**src/hw/sctf_pkg.sv**
```systemverilog
// Constants, cell layout and register map of the switch cell tx formatter.
// Assumes a single 20 MHz clock domain and a 32-bit AXI4-Lite register bus.
package sctf_pkg;
  // ==========================================================================
  // Cell layout
  localparam int          CELL_WORDS  = 16;
  localparam int          FIFO_WORDS  = 32;
  localparam logic [3:0]  WORD_LAST   = 4'hF;
  localparam logic [3:0]  IDLE_HDR_W  = 4'h2;
  localparam logic [1:0]  LANE_MASTER = 2'h1;
  localparam logic [7:0]  IDLE_FILL   = 8'hCC;
  localparam logic [7:0]  SYNC_FILL   = 8'hA5;
  localparam logic [7:0]  CRC_SEED    = 8'hD0;
  localparam logic [7:0]  CRC_POLY    = 8'h1D;
  localparam logic [1:0]  QUAL_IDLE   = 2'h0;
  localparam logic [1:0]  QUAL_DATA   = 2'h3;
  localparam int          QUAL_PAR    = 6;
  localparam int          CH_BYTES    = 6;
  // ==========================================================================
  // Frame header layout
  localparam int          FH_BYTES    = 10;
  localparam logic [5:0]  FH_BASE [4] = '{6'h06, 6'h10, 6'h20, 6'h30};
  localparam logic [5:0]  QT_BYTE     = 6'h04;
  localparam logic [3:0]  FC_ALL_ONES = 4'hF;
  localparam int          FH_UC_BIT   = 7;
  localparam logic [5:0]  CORR_FULL   = 6'h3F;
  // Logical byte index per (word, lane); lane 0 is link_lane_out bits 7:0
  localparam logic [5:0]  LANE_MAP [64] = '{
    6'd5,  6'd0,  6'd15, 6'd13, 6'd6,  6'd1,  6'd10, 6'd8,
    6'd7,  6'd2,  6'd11, 6'd9,  6'd4,  6'd3,  6'd14, 6'd12,
    6'd31, 6'd29, 6'd27, 6'd25, 6'd18, 6'd16, 6'd22, 6'd20,
    6'd19, 6'd17, 6'd23, 6'd21, 6'd30, 6'd28, 6'd26, 6'd24,
    6'd47, 6'd45, 6'd43, 6'd41, 6'd34, 6'd32, 6'd38, 6'd36,
    6'd35, 6'd33, 6'd39, 6'd37, 6'd46, 6'd44, 6'd42, 6'd40,
    6'd63, 6'd61, 6'd59, 6'd57, 6'd50, 6'd48, 6'd54, 6'd52,
    6'd51, 6'd49, 6'd55, 6'd53, 6'd62, 6'd60, 6'd58, 6'd56};
  // ==========================================================================
  // Registers
  localparam logic [7:0]  REG_CTRL    = 8'h00;
  localparam logic [7:0]  REG_STATUS  = 8'h04;
  localparam logic [7:0]  REG_IDLE    = 8'h08;
  localparam logic [7:0]  REG_DATA    = 8'h0C;
  localparam logic [7:0]  REG_CORR    = 8'h10;
  localparam logic [7:0]  CTRL_RST    = 8'h00;
  localparam int          CTRL_PACK   = 0;
  localparam int          CTRL_SLOT   = 1;
  localparam int          CTRL_MODE   = 3;
  localparam int          CTRL_FHED   = 5;
  localparam logic [1:0]  RESP_OKAY   = 2'h0;
  localparam logic [1:0]  RESP_DECERR = 2'h3;

  typedef enum logic [1:0] {SCTF_SYNC, SCTF_IDLE, SCTF_DATA} sctf_kind_t;
endpackage

```
**src/hw/sctf_lane_crc.sv**
```systemverilog
// One byte lane CRC-8 generator, MSB first.
// Assumes load and update come from the cell sequencer on the same clock.
`timescale 1ns/1ps
module sctf_lane_crc
  import sctf_pkg::*;
(
  input  wire logic       sys_clk,
  input  wire logic       rst,
  input  wire logic       load,
  input  wire logic       update,
  input  wire logic [7:0] din,
  output logic      [7:0] crc
);
  logic [7:0] crc_r;
  logic [7:0] crc_nxt;
  logic [7:0] step;

  always_comb begin
    step = crc_r;
    for (int i = 7; i >= 0; i--) begin
      step = {step[6:0], 1'b0} ^ ((step[7] ^ din[i]) ? CRC_POLY : 8'h00);
    end
    crc_nxt = crc_r;
    if (load) begin
      crc_nxt = CRC_SEED;
    end else if (update) begin
      crc_nxt = step;
    end
  end

  always_ff @(posedge sys_clk or posedge rst) begin
    if (rst) begin
      crc_r <= CRC_SEED;
    end else begin
      crc_r <= crc_nxt;
    end
  end

  assign crc = crc_r;
endmodule // sctf_lane_crc

```
**src/hw/sctf_tx.sv**
```systemverilog
// Switch cell tx formatter: cell FIFO, sync/idle/data cell stream, lane split.
// Assumes the data mover writes 16-word logical cells, bytes big-endian:
// bytes 0-5 cell header, bytes 6-63 data. link_synced comes from the macro.
//
// The AXI4-Lite register port and the register offsets were chosen for this implementation.
`timescale 1ns/1ps
module sctf_tx
  import sctf_pkg::*;
(
  input  wire logic        sys_clk,
  input  wire logic        rst,
  input  wire logic [31:0] cell_wdata,
  input  wire logic        cell_wvalid,
  output logic             cell_wready,
  input  wire logic        link_synced,
  output logic [31:0]      link_lane_out,
  output logic             link_cell_start,
  input  wire logic [7:0]  s_axi_awaddr,
  input  wire logic        s_axi_awvalid,
  output logic             s_axi_awready,
  input  wire logic [31:0] s_axi_wdata,
  input  wire logic [3:0]  s_axi_wstrb,
  input  wire logic        s_axi_wvalid,
  output logic             s_axi_wready,
  output logic [1:0]       s_axi_bresp,
  output logic             s_axi_bvalid,
  input  wire logic        s_axi_bready,
  input  wire logic [7:0]  s_axi_araddr,
  input  wire logic        s_axi_arvalid,
  output logic             s_axi_arready,
  output logic [31:0]      s_axi_rdata,
  output logic [1:0]       s_axi_rresp,
  output logic             s_axi_rvalid,
  input  wire logic        s_axi_rready
);
  // ==========================================================================
  // Link status synchroniser
  logic sync_m_r;
  logic sync_s_r;

  always_ff @(posedge sys_clk or posedge rst) begin
    if (rst) begin
      sync_m_r <= 1'b0;
      sync_s_r <= 1'b0;
    end else begin
      sync_m_r <= link_synced;
      sync_s_r <= sync_m_r;
    end
  end

  // ==========================================================================
  // Cell FIFO, two cell slots
  logic [31:0] mem [FIFO_WORDS];
  logic [4:0]  wptr_r, wptr_nxt;
  logic [4:0]  rptr_r, rptr_nxt;
  logic [5:0]  cnt_r, cnt_nxt;
  logic        wready_r, wready_nxt;
  logic        push;
  logic        pop;

  assign push = cell_wvalid && wready_r;

  always_comb begin
    wptr_nxt = push ? wptr_r + 5'd1 : wptr_r;
    rptr_nxt = pop ? rptr_r + 5'(CELL_WORDS) : rptr_r;
    cnt_nxt  = cnt_r + (push ? 6'd1 : 6'd0) - (pop ? 6'(CELL_WORDS) : 6'd0);
    wready_nxt = cnt_nxt != 6'(FIFO_WORDS);
  end

  always_ff @(posedge sys_clk or posedge rst) begin
    if (rst) begin
      wptr_r   <= 5'd0;
      rptr_r   <= 5'd0;
      cnt_r    <= 6'd0;
      wready_r <= 1'b0;
    end else begin
      wptr_r   <= wptr_nxt;
      rptr_r   <= rptr_nxt;
      cnt_r    <= cnt_nxt;
      wready_r <= wready_nxt;
    end
  end

  always_ff @(posedge sys_clk) begin
    if (push) begin
      mem[wptr_r] <= cell_wdata;
    end
  end

  assign cell_wready = wready_r;

  // Byte of the cell at the head of the FIFO
  function automatic logic [7:0] fbyte(input logic [5:0] b);
    logic [31:0] w;
    w = mem[rptr_r + 5'(b[5:2])];
    return w[8'(31 - 8 * b[1:0]) -: 8];
  endfunction

  // ==========================================================================
  // Control register fields
  logic [7:0] ctrl_r;
  logic       pack_en;
  logic [1:0] fh_slot;
  logic [1:0] blade_mode;
  logic       fh_edit;

  assign pack_en    = ctrl_r[CTRL_PACK];
  assign fh_slot    = ctrl_r[CTRL_SLOT +: 2];
  assign blade_mode = ctrl_r[CTRL_MODE +: 2];
  assign fh_edit    = ctrl_r[CTRL_FHED];

  // ==========================================================================
  // Header and frame header edits of a data cell
  logic [5:0] fh_base;
  logic [7:0] fh_b0, fh_b1, fh_b2;
  logic       fh_uc;
  logic [3:0] fh_fc;
  logic [7:0] qual_raw, hb1, hb2, qual_d;
  logic       qual_par;
  logic [5:0] corr_lim;
  logic       corr_bad;

  always_comb begin
    fh_base  = pack_en ? FH_BASE[fh_slot] : FH_BASE[0];
    fh_b0    = fbyte(fh_base);
    fh_b1    = fbyte(fh_base + 6'd1);
    fh_b2    = fbyte(fh_base + 6'd2);
    fh_uc    = fh_b0[FH_UC_BIT];
    fh_fc    = fh_b0[3:0];
    qual_raw = fbyte(6'd0);
    hb1      = fbyte(6'd1);
    hb2      = fbyte(6'd2);
    qual_par = ^{qual_raw[7], QUAL_DATA, qual_raw[3:0], hb1, hb2};
    qual_d   = {qual_raw[7], qual_par, QUAL_DATA, qual_raw[3:0]};
    // Unicast allows twice the multicast range; each blade mode halves it, except multicast in mode 3, where the 2-bit shift wraps to 0
    corr_lim = CORR_FULL >> (blade_mode + {1'b0, !fh_uc});
    corr_bad = fh_b2[5:0] > corr_lim;
  end

  // Correlator byte passes as sent; the source blade overlay is done on egress
  function automatic logic [7:0] edit(input logic [5:0] b, input logic [7:0] raw);
    logic [7:0] r;
    r = raw;
    if (b == 6'd0) begin
      r = qual_d;
    end else if (b == QT_BYTE && fh_edit && fh_fc == FC_ALL_ONES) begin
      r = raw | 8'h01;
    end else if (fh_edit && b == fh_base) begin
      r = {fh_uc, 3'b000, fh_fc};
    end else if (fh_edit && fh_uc && b == fh_base + 6'd1) begin
      r = {raw[7], 2'b00, raw[4:0]};
    end
    return r;
  endfunction

  // ==========================================================================
  // Cell sequencer
  sctf_kind_t kind_r, kind_nxt;
  logic [3:0] wcnt_r, wcnt_nxt;
  logic       op_r, op_nxt;
  logic       avail;
  logic [7:0] idle_h0;
  logic [7:0] lane_b [4];
  logic [7:0] crc_v [4];
  logic       crc_load;
  logic [31:0] out_nxt;
  logic        start_nxt;
  logic [31:0] out_r;
  logic        start_r;

  assign idle_h0  = {1'b0, ^{IDLE_FILL, IDLE_FILL}, QUAL_IDLE, 4'h0};
  assign crc_load = kind_r == SCTF_IDLE && wcnt_r == WORD_LAST;

  always_comb begin
    op_nxt   = op_r | sync_s_r;
    wcnt_nxt = wcnt_r + 4'd1;
    kind_nxt = kind_r;
    pop      = 1'b0;
    avail    = cnt_r >= 6'(2 * CELL_WORDS) ||
               (kind_r != SCTF_DATA && cnt_r >= 6'(CELL_WORDS));
    if (wcnt_r == WORD_LAST) begin
      pop = kind_r == SCTF_DATA;
      if (!op_nxt) begin
        kind_nxt = SCTF_SYNC;
      end else if (avail) begin
        kind_nxt = SCTF_DATA;
      end else begin
        kind_nxt = SCTF_IDLE;
      end
    end
    for (int l = 0; l < 4; l++) begin
      unique case (kind_r)
        SCTF_SYNC: lane_b[l] = SYNC_FILL;
        SCTF_IDLE: begin
          if (wcnt_r == WORD_LAST) begin
            lane_b[l] = crc_v[l];
          end else if (l == LANE_MASTER && wcnt_r == 4'd0) begin
            lane_b[l] = idle_h0;
          end else begin
            lane_b[l] = IDLE_FILL;
          end
        end
        SCTF_DATA: begin
          lane_b[l] = edit(LANE_MAP[{wcnt_r, 2'(l)}],
                           fbyte(LANE_MAP[{wcnt_r, 2'(l)}]));
        end
        default: lane_b[l] = SYNC_FILL;
      endcase
    end
    for (int l = 0; l < 4; l++) begin
      for (int k = 0; k < 4; k++) begin
        out_nxt[8 * l + k]     = lane_b[l][2 * k + 1];
        out_nxt[8 * l + 4 + k] = lane_b[l][2 * k];
      end
    end
    start_nxt = wcnt_r == 4'd0;
  end

  always_ff @(posedge sys_clk or posedge rst) begin
    if (rst) begin
      kind_r  <= SCTF_SYNC;
      wcnt_r  <= 4'd0;
      op_r    <= 1'b0;
      out_r   <= 32'h0;
      start_r <= 1'b0;
    end else begin
      kind_r  <= kind_nxt;
      wcnt_r  <= wcnt_nxt;
      op_r    <= op_nxt;
      out_r   <= out_nxt;
      start_r <= start_nxt;
    end
  end

  assign link_lane_out   = out_r;
  assign link_cell_start = start_r;

  for (genvar g = 0; g < 4; g++) begin : g_crc
    sctf_lane_crc u_crc (
      .sys_clk (sys_clk),
      .rst     (rst),
      .load    (crc_load),
      .update  (!crc_load),
      .din     (lane_b[g]),
      .crc     (crc_v[g])
    );
  end

  // ==========================================================================
  // Statistics
  logic [31:0] idle_cnt_r, idle_cnt_nxt;
  logic [31:0] data_cnt_r, data_cnt_nxt;
  logic [31:0] corr_cnt_r, corr_cnt_nxt;

  always_comb begin
    idle_cnt_nxt = idle_cnt_r;
    data_cnt_nxt = data_cnt_r;
    corr_cnt_nxt = corr_cnt_r;
    if (wcnt_r == 4'd0 && kind_r == SCTF_IDLE) begin
      idle_cnt_nxt = idle_cnt_r + 32'h1;
    end
    if (wcnt_r == 4'd0 && kind_r == SCTF_DATA) begin
      data_cnt_nxt = data_cnt_r + 32'h1;
      if (fh_edit && corr_bad) begin
        corr_cnt_nxt = corr_cnt_r + 32'h1;
      end
    end
  end

  // ==========================================================================
  // AXI4-Lite slave
  logic       aw_have_r, aw_have_nxt, w_have_r, w_have_nxt;
  logic [7:0] awaddr_r, awaddr_nxt;
  logic [31:0] wdata_r, wdata_nxt;
  logic [3:0] wstrb_r, wstrb_nxt;
  logic       bvalid_r, bvalid_nxt, rvalid_r, rvalid_nxt;
  logic [1:0] bresp_r, bresp_nxt, rresp_r, rresp_nxt;
  logic [31:0] rdata_r, rdata_nxt;
  logic [7:0] ctrl_nxt;
  logic       do_wr;
  logic       aw_rdy_r, w_rdy_r, ar_rdy_r;

  always_comb begin
    aw_have_nxt = aw_have_r || (s_axi_awvalid && s_axi_awready);
    w_have_nxt  = w_have_r || (s_axi_wvalid && s_axi_wready);
    awaddr_nxt  = (s_axi_awvalid && s_axi_awready) ? s_axi_awaddr : awaddr_r;
    wdata_nxt   = (s_axi_wvalid && s_axi_wready) ? s_axi_wdata : wdata_r;
    wstrb_nxt   = (s_axi_wvalid && s_axi_wready) ? s_axi_wstrb : wstrb_r;
    bvalid_nxt  = bvalid_r && !s_axi_bready;
    bresp_nxt   = bresp_r;
    ctrl_nxt    = ctrl_r;
    do_wr       = aw_have_r && w_have_r && !bvalid_r;
    if (do_wr) begin
      aw_have_nxt = 1'b0;
      w_have_nxt  = 1'b0;
      bvalid_nxt  = 1'b1;
      bresp_nxt   = RESP_DECERR;
      if (awaddr_r == REG_CTRL) begin
        bresp_nxt = RESP_OKAY;
        if (wstrb_r[0]) begin
          ctrl_nxt = wdata_r[7:0];
        end
      end else if (awaddr_r inside {REG_STATUS, REG_IDLE, REG_DATA, REG_CORR}) begin
        bresp_nxt = RESP_OKAY;
      end
    end
    rvalid_nxt = rvalid_r && !s_axi_rready;
    rdata_nxt  = rdata_r;
    rresp_nxt  = rresp_r;
    if (s_axi_arvalid && s_axi_arready) begin
      rvalid_nxt = 1'b1;
      rresp_nxt  = RESP_OKAY;
      unique case (s_axi_araddr)
        REG_CTRL:   rdata_nxt = {24'h0, ctrl_r};
        REG_STATUS: rdata_nxt = {24'h0, 2'h0, cnt_r};
        REG_IDLE:   rdata_nxt = idle_cnt_r;
        REG_DATA:   rdata_nxt = data_cnt_r;
        REG_CORR:   rdata_nxt = corr_cnt_r;
        default: begin
          rdata_nxt = 32'h0;
          rresp_nxt = RESP_DECERR;
        end
      endcase
      rdata_nxt[31] = op_r;
    end
  end

  always_ff @(posedge sys_clk or posedge rst) begin
    if (rst) begin
      aw_have_r <= 1'b0;
      w_have_r  <= 1'b0;
      awaddr_r  <= 8'h00;
      wdata_r   <= 32'h0;
      wstrb_r   <= 4'h0;
      bvalid_r  <= 1'b0;
      bresp_r   <= RESP_OKAY;
      rvalid_r  <= 1'b0;
      rresp_r   <= RESP_OKAY;
      rdata_r   <= 32'h0;
      ctrl_r    <= CTRL_RST;
      idle_cnt_r <= 32'h0;
      data_cnt_r <= 32'h0;
      corr_cnt_r <= 32'h0;
      aw_rdy_r  <= 1'b0;
      w_rdy_r   <= 1'b0;
      ar_rdy_r  <= 1'b0;
    end else begin
      aw_have_r <= aw_have_nxt;
      w_have_r  <= w_have_nxt;
      awaddr_r  <= awaddr_nxt;
      wdata_r   <= wdata_nxt;
      wstrb_r   <= wstrb_nxt;
      bvalid_r  <= bvalid_nxt;
      bresp_r   <= bresp_nxt;
      rvalid_r  <= rvalid_nxt;
      rresp_r   <= rresp_nxt;
      rdata_r   <= rdata_nxt;
      ctrl_r    <= ctrl_nxt;
      idle_cnt_r <= idle_cnt_nxt;
      data_cnt_r <= data_cnt_nxt;
      corr_cnt_r <= corr_cnt_nxt;
      aw_rdy_r  <= !aw_have_nxt;
      w_rdy_r   <= !w_have_nxt;
      ar_rdy_r  <= !rvalid_nxt;
    end
  end

  // Ready flags are the registered inverse of the held state
  assign s_axi_awready = aw_rdy_r;
  assign s_axi_wready  = w_rdy_r;
  assign s_axi_arready = ar_rdy_r;
  assign s_axi_bvalid  = bvalid_r;
  assign s_axi_bresp   = bresp_r;
  assign s_axi_rvalid  = rvalid_r;
  assign s_axi_rresp   = rresp_r;
  assign s_axi_rdata   = rdata_r;
endmodule // sctf_tx

```
**config.mk**
```make
export PLATFORM = sky130hd
export DESIGN_NAME = sctf_tx
export DESIGN_NICKNAME = d
export VERILOG_FILES = /design/src/hw/sctf_pkg.sv /design/src/hw/sctf_lane_crc.sv /design/src/hw/sctf_tx.sv
export SDC_FILE = /design/constraint.sdc
export NUM_CORES = 2
export LEC_CHECK = 0
export BUFFER_PORTS_ARGS = -buffer_cell sky130_fd_sc_hd__buf_2
export CORE_UTILIZATION = 62
export CTS_CLUSTER_SIZE = 30
export DETAILED_ROUTE_END_ITERATION = 8
export PLACE_DENSITY = 0.82
export SLEW_MARGIN = 10
export SYNTH_ARGS = -nofsm -noshare
export SYNTH_HDL_FRONTEND = slang
export SYNTH_SLANG_ARGS = --single-unit
```
**constraint.sdc**
```tcl
create_clock -name sys_clk -period 10.8 [get_ports sys_clk]
set_input_delay 1.08 -clock sys_clk [delete_from_list [all_inputs] [get_ports sys_clk]]
set_output_delay 1.08 -clock sys_clk [all_outputs]
set_load 0.05 [all_outputs]
```
Yosys cells after proc, flatten, opt, wreduce, memory -nomap -nowiden

Memory sizes are Yosys's and may differ from the RTL's.
Index checks and enable logic that the tools add are counted.

Output and inout port bits: 75
Register bits: 255
Bits of input ports: 93
ROM bits: 1536
RAM bits: 1024
Word-level logic and storage cells: 311
Memories: 5

Memories:

| name             | words | width | rd ports | clocked after Yosys merged registers in | wr ports | RTL line       | RTL |
|---|---|---|---|---|---|---|---|
| mem              | 32    | 32    | 7        | 0                                       | 1        | sctf_tx.sv:53  | `logic [31:0] mem [FIFO_WORDS];` |
| (name not given) | 64    | 6     | 1        | 0                                       | 0        | sctf_tx.sv:205 | `fbyte(LANE_MAP[{wcnt_r, 2'(l)}]));` |
| (name not given) | 64    | 6     | 1        | 0                                       | 0        | sctf_tx.sv:205 |  |
| (name not given) | 64    | 6     | 1        | 0                                       | 0        | sctf_tx.sv:205 |  |
| (name not given) | 64    | 6     | 1        | 0                                       | 0        | sctf_tx.sv:205 |  |

Eq/ne operators: 26
Reduce and logical (&&, ||, !) cells: 52
Muxes and demuxes: 88
$add $sub $neg: 23
Shifts and indexed selects: 7
Order comparisons: 8
Bitwise logic cells: 70

Operators with widths:

| kind                    | number |
|---|---|
| $xor A8 B8 Y8           | 32 |
| $shiftx A39 B9 Y8       | 5 |
| $mux W8                 | 21 |
| $mux W5                 | 33 |
| $pmux W31 S5            | 1 |
| $add A32 B1 Y32 const B | 3 |
| $mux W6                 | 11 |
| $pmux W8 S2             | 4 |
| $eq A6 B6 Y1            | 8 |
| $shiftx A39 B9 Y6       | 1 |
| $sub A5 B5 Y6 const A   | 6 |
| $eq A8 B4 Y1 const B    | 4 |
| $xor A1 B1 Y1           | 32 |
| $add A5 B4 Y5           | 6 |
| $logic_and A1 B1 Y1     | 30 |
| $ge A7 B7 Y1 const B    | 4 |
| $mux W7                 | 4 |
| $not A6 Y7              | 4 |
| $eq A6 B3 Y1 const B    | 4 |
| $logic_not A6 Y1        | 4 |
| $reduce_xor A23 Y1      | 1 |
| $eq A8 B3 Y1 const B    | 2 |
| $eq A8 B5 Y1 const B    | 2 |
| $logic_not A8 Y1        | 2 |
| other kinds (30)        | 50 |

Depth between registers and ports, before layout

An unclocked memory read counts as a cell.

Depth in word-level cells: 40
Depth in mapped cells: 20

Modules after synthesis

Synthesis repeated with hierarchy kept, for this count alone.

Cell total of the unflattened synthesis: 3365
Area, all modules: 55256.7 um2

Modules (own cells, without submodules):

| module        | area an instance (um2) | cells each | seq. area each (um2) | instances |
|---|---|---|---|---|
| sctf_tx       | 52539.1                | 3125       | 36104.6              | 1 |
| sctf_lane_crc | 679.4                  | 60         | 203.9                | 4 |

Worst setup path before layout

OpenSTA, ideal clock, no wires.

Path type: register to register
From: register rptr_r[4]
To: register corr_cnt_r[28]
Library setup time: 123 ps
Cell stages (with the launch flop): 20
Buffers on the path: 5
Data arrival time: 4765 ps
Path slack: 5912 ps
Period minus slack after synthesis: 4888 ps
Path through: dfrtp_1 -> buf_2 -> clkbuf_1 -> buf_1 -> buf_1 -> buf_1 -> mux4_2 -> mux2_2 -> ha_1 -> a21oi_1 -> nor2b_1 -> o211ai_1 -> a31o_2 -> nor2_1 -> and3_1 -> nand3_1 -> or2_2 -> nor2_1 -> nand4_1 -> xnor2_1

Longest elaborated chain between the ends: 9
Elaborated cells on any way between the ends: 11
Classes of those cells: 3 x add/sub; 1 x order compare; 3 x shift; 3 x reduce/logical; 1 x memory

RTL lines:

| item                                   | RTL line       | RTL |
|---|---|---|
| from (decl)                            | sctf_tx.sv:55  | `logic [4:0] rptr_r, rptr_nxt;` |
| from (signal assigned)                 | sctf_tx.sv:78  | `rptr_r <= rptr_nxt;` |
| $add A5 B4 Y5                          | sctf_tx.sv:95  | `w = mem[rptr_r + 5'(b[5:2])];` |
| $mem_v2 Z32 W32 (*)                    | -              |  |
| $shiftx A39 B9 Y8                      | sctf_tx.sv:96  | `return w[8'(31 - 8 * b[1:0]) -: 8];` |
| $logic_not A1 Y1                       | sctf_tx.sv:136 | `corr_lim = CORR_FULL >> (blade_mode + {1'b0, !fh_uc});` |
| $add A2 B1 Y2                          | sctf_tx.sv:136 |  |
| $shr A6 B2 Y6                          | sctf_tx.sv:136 |  |
| $gt A6 B6 Y1 (*)                       | sctf_tx.sv:137 | `corr_bad = fh_b2[5:0] > corr_lim;` |
| $logic_and A1 B1 Y1 (*)                | sctf_tx.sv:264 | `if (fh_edit && corr_bad) begin` |
| $reduce_and A2 Y1 (no source line) (*) | -              |  |
| to (signal assigned)                   | sctf_tx.sv:361 | `corr_cnt_r <= corr_cnt_nxt;` |
| to (decl)                              | sctf_tx.sv:253 | `logic [31:0] corr_cnt_r, corr_cnt_nxt;` |

Mark *: on every way between the ends. The rest lies on a longest branch, timed or not.
A chain may end at the register's enable or synchronous reset.

Worst setup path after layout

From: register wcnt_r[2]
To: register g_crc[1].u_crc.crc_r[3]

Longest elaborated chain between the ends: 24
Elaborated cells on any way between the ends: 49
Classes of those cells: 2 x add/sub; 4 x eq/ne; 1 x shift; 17 x mux; 16 x bitwise; 7 x reduce/logical; 2 x memory

RTL lines:

| item                                                  | RTL line                       | RTL |
|---|---|---|
| from (decl)                                           | sctf_tx.sv:159                 | `logic [3:0] wcnt_r, wcnt_nxt;` |
| from (signal assigned)                                | sctf_tx.sv:228                 | `wcnt_r <= wcnt_nxt;` |
| $not A6 Y7 (implied by the code)                      | sctf_tx.sv:204, sctf_tx.sv:205 |  |
| $mem_v2 Z64 W6                                        | -                              |  |
| $mux W6 (implied by the code) (2 in series)           | sctf_tx.sv:205                 |  |
| $add A5 B4 Y5                                         | sctf_tx.sv:95                  |  |
| $mem_v2 Z32 W32                                       | -                              |  |
| $shiftx A39 B9 Y8                                     | sctf_tx.sv:96                  |  |
| $mux W8 / $mux W7 (equally long branches)             | sctf_tx.sv:148, sctf_tx.sv:150 |  |
| $mux W8 (on tied branches)                            | sctf_tx.sv:146, sctf_tx.sv:148 |  |
| [... 8 more ...]                                      | -                              |  |
| $xor A1 B1 Y1 / $xor A8 B8 Y8 (equally long branches) | sctf_lane_crc.sv:21            | `step = {step[6:0], 1'b0} ^ ((step[7] ^ din[i]) ? CRC_POLY : 8'h00);` |
| $mux W5 / $xor A8 B8 Y8 (equally long branches)       | sctf_lane_crc.sv:21            |  |
| $xor A8 B8 Y8 / $xor A1 B1 Y1 (equally long branches) | sctf_lane_crc.sv:21            |  |
| $xor A8 B8 Y8, or another cell as far along           | sctf_lane_crc.sv:21            |  |
| $xor A8 B8 Y8 / $mux W5 (equally long branches)       | sctf_lane_crc.sv:21            |  |
| $xor A8 B8 Y8                                         | sctf_lane_crc.sv:21            |  |
| $mux W8 (*)                                           | sctf_lane_crc.sv:24            | `if (load) begin` |
| net g_crc[1].u_crc.crc_nxt[3]                         | sctf_lane_crc.sv:15            | `logic [7:0] crc_nxt;` |
| to (signal assigned)                                  | sctf_lane_crc.sv:35            | `crc_r <= crc_nxt;` |
| to (decl)                                             | sctf_lane_crc.sv:14            | `logic [7:0] crc_r;` |

Mark *: on every way through the listed nets, which the timed path passes. The rest lies on a longest branch. The select of a mux whose other input is x is not followed.

==> out/results.txt <==
status: completed
Nets: 3862
CTS H-tree depth: 3
Max-slew headroom: 6.225%
input/output buffers: 140
Hold-fix buffers, CTS: 0
CP arrival: 6720 ps
Hold/Removal Path Class: reg2reg
met1 Use GR: 45.37%
Layout area overhead: 10.91%
drt first-iter violations: 5522
First-pass DRT Iterations: 8
post-synthesis mux area share: 13.66%
worst-case clock buffer depth: 3
CP Launch Type: flip-flop
vias in the first global route: 33936
critical path class: reg2reg
Initial Util: 62.61%
Flop pwr share: 42.8%
number of I/O pins: 168
crit path max fanout: 56
CP max-delay cell: nor2_1
global route hottest layer: met2
die width: 300.7 µm
# setup viols final: 0
largest net degree at the start of global routing: 109
Crit path depth: 13
Post-synth ARST share: 19.37%
Clk pwr share: 31.3%
minimum clock period after layout: 6147 ps
cts repair resizes: 0
layout cells sized above 1: 20.70%
final hold slack: 356.8 ps
cell count after synthesis: 3604
LEAKAGE: 0.02226 µW
fin. max-slew vios: 0
Tightest Pin Transition: 1404 ps
Post-Synth Simple-Gate Area: 5.651%
Setup TNS Final: 0 ps
Switching Fraction: 31.41%
drt wl/cell: 30.28 µm
reg2reg path depth: 13
Net Sw Power: 4461 µW
most common cell after layout, fill and taps aside: edfxtp_1
pre-CTS setup slack: 4938 ps
Synth Flop Type: edfxtp_1
Post-Route WL: 151900 µm
Power Density: 231.4 mW/mm²
GRT Util Overall: 33.78%
Via density: 6.863
GRT overflow: 0
Comb pwr share: 25.9%
period utilisation layout: 56.92%
Ys Warns: 0
area share of fa/ha/maj cells after synthesis: 0.5653%
Num CTS Buffers: 121
Post-DP HPWL: 89320 µm
Setup crit end: g_crc[1].u_crc.crc[3]
Post-route DRC: 0
Setup crit start: wcnt_r[2]
CP Buf/Inv Count: 2
maximum vdd drop: 0.2259 mV
most frequent cells in the layout: edfxtp_1, mux2i_1, nand2_1, dfrtp_1, nor2_1
Synth Register Bits: 1270
largest family of logic cells by synthesized area: multiplexers
TritonCTS clock tree: built
final hold violation count: 0
core area: 0.08837 mm²
FF-to-FF setup slack: 4650 ps
Final ANT Viol Nets: 0
die area: 0.09045 mm²
total power: 14200 µW
final core occ: 69.45%
Vias: 34419
clk sink count: 1270
Internal: 9743 µW
Final Wtd Congestion: 0.9802
Worst Slack Setup Final: 4653 ps
synthesized area: 0.05533 mm²
Required @ worst endpoint: 11370 ps
RR Endpoint: g_crc[1].u_crc.crc[3]
f_max: 162.7 MHz
max_cap viols: 0
Synth Area in Compound Gates: 7.292%
CTS clk-pin slew, worst paths: 70 ps
number of synthesized flops with an enable pin: 1024
Clock Latency Late Sink: 720 ps
CTS root buffer: clkbuf_16
max incr delay on CP: 950 ps
M3 GR Usage: 8.420%
Seq/Total Area, Yosys: 66.72%
syn avg cell area: 15.35 µm²
skew final: 42.13 ps
unrepaired setup endpoints after global routing: no
critical path's top delay family: simple AND/OR/NAND/NOR gates
crit end category: flip-flop
synthesized net count: 3722
chip height: 300.7 µm
post-synthesis cell type count: 93
CP cell instances: buf_4 -> buf_4 -> nor3_2 -> a21o_1 -> nor2_1 -> nand4_1 -> o31ai_1 -> o21ai_0 -> o21ai_0 -> a22oi_1 -> xnor2_1 -> xnor2_1 -> nor2_1
GR Util met2: 50.61%
number of setup buffers added after CTS: 0
Reg2Reg Launch Point: wcnt_r[2]
Synth Area in XOR/XNOR: 3.503%
Rows: 109
global-route wire length before repair: 221400 µm
initial antenna violation count: 5
[registers in the layout, indices dropped and copies added (netlist names), 8 cells and up]
| name | cells |
|---|---|
| awaddr_r | 8 |
| link_lane_out | 32 |
| data_cnt_r | 31 |
| g_crc.u_crc.crc | 32 |
| s_axi_rdata | 32 |
| wdata_r | 8 |
| idle_cnt_r | 31 |
| ctrl_r | 8 |
| mem | 1024 |
| corr_cnt_r | 31 |
[stage by stage]
| step | cells | instance area [µm²] |
|---|---|---|
| 2_1_floorplan | 3604 | 55330 |
| 3_3_place_gp | 4786 | 57180 |
| 3_5_place_dp | 4786 | 57180 |
| 4_1_cts | 5010 | 61360 |
| 5_1_grt | 5010 | 61360 |
| 6_report | 5015 | 61370 |
[worst min path at each step]
stage / startpoint / end / slack [ps] / depth (start not counted)
floorplan: sync_m_r / sync_s_r / 330 / 0
global placement: sync_m_r / sync_s_r / 330 / 0
detailed placement: sync_m_r / sync_s_r / 340 / 0
CTS: sync_m_r / sync_s_r / 350 / 0
global route: sync_m_r / sync_s_r / 350 / 0
finish: sync_m_r / sync_s_r / 360 / 0
[cell usage after synthesis (all sizes together) (69+ instances only)]
cell / number / area, µm²
o21ai: 148 / 752.0
xnor2: 143 / 1267
nor2: 198 / 743.2
a21oi: 145 / 733.2
clkbuf: 69 / 259.0
mux4: 150 / 3378
nand2: 233 / 874.6
edfxtp: 1024 / 30750
dfrtp: 234 / 5856
nand3: 73 / 365.4
buf: 137 / 997.2
mux2: 148 / 1674
mux2i: 249 / 2505
[power by group through the flow]
stage          sequential, µW  clock [µW]  combinational [µW]
3_3_place_gp             6150           0                3500
6_report                 6090        4440                3670
2_1_floorplan            6280           0                2340
5_1_grt                  6120        4660                3880
3_5_place_dp             6170           0                3570
4_1_cts                  6080        4460                3600
[layout make-up]
class	instances	area, µm²
Multi-Input combinational cell	2078	17250
Clock buffer	142	3201
Timing Repair Buffer	223	1349
Fill cell	5585	27000
Sequential cell	1270	36930
Tap cell	1165	1458
Clock inverter	82	977.2
Inverter	50	197.7
Antenna cell	5	12.51
[routing by layer]
layer	up-vias	wire, µm
met5	-	52
met4	8	10100
met3	557	19190
met2	2527	68110
met1	17099	54410
li1	14228	-
[cells by family (layout without fill, tap and decap cells)]
| kind of cell | count (synthesis) | count (layout) |
|---|---|---|
| AND/OR/NAND/NOR | 681 | 681 |
| XOR/XNOR | 213 | 213 |
| other | 0 | 5 |
| AO/OA/AOI/OAI | 612 | 612 |
| adder cells (fa/ha/maj) | 25 | 25 |
| buffers and inverters | 256 | 497 |
| multiplexers | 547 | 547 |
| flip-flops | 1270 | 1270 |
[worst register-to-register path, stage by stage, from the launching register on]
cell and delay [ps]:
dfrtp_4 680, buf_4 750, buf_4 750, nor3_2 310
a21o_1 510, nor2_1 950, nand4_1 340, o31ai_1 270
o21ai_0 390, o21ai_0 250, a22oi_1 170, xnor2_1 410
xnor2_1 170, nor2_1 50
Power figures use the tool's default switching activity.
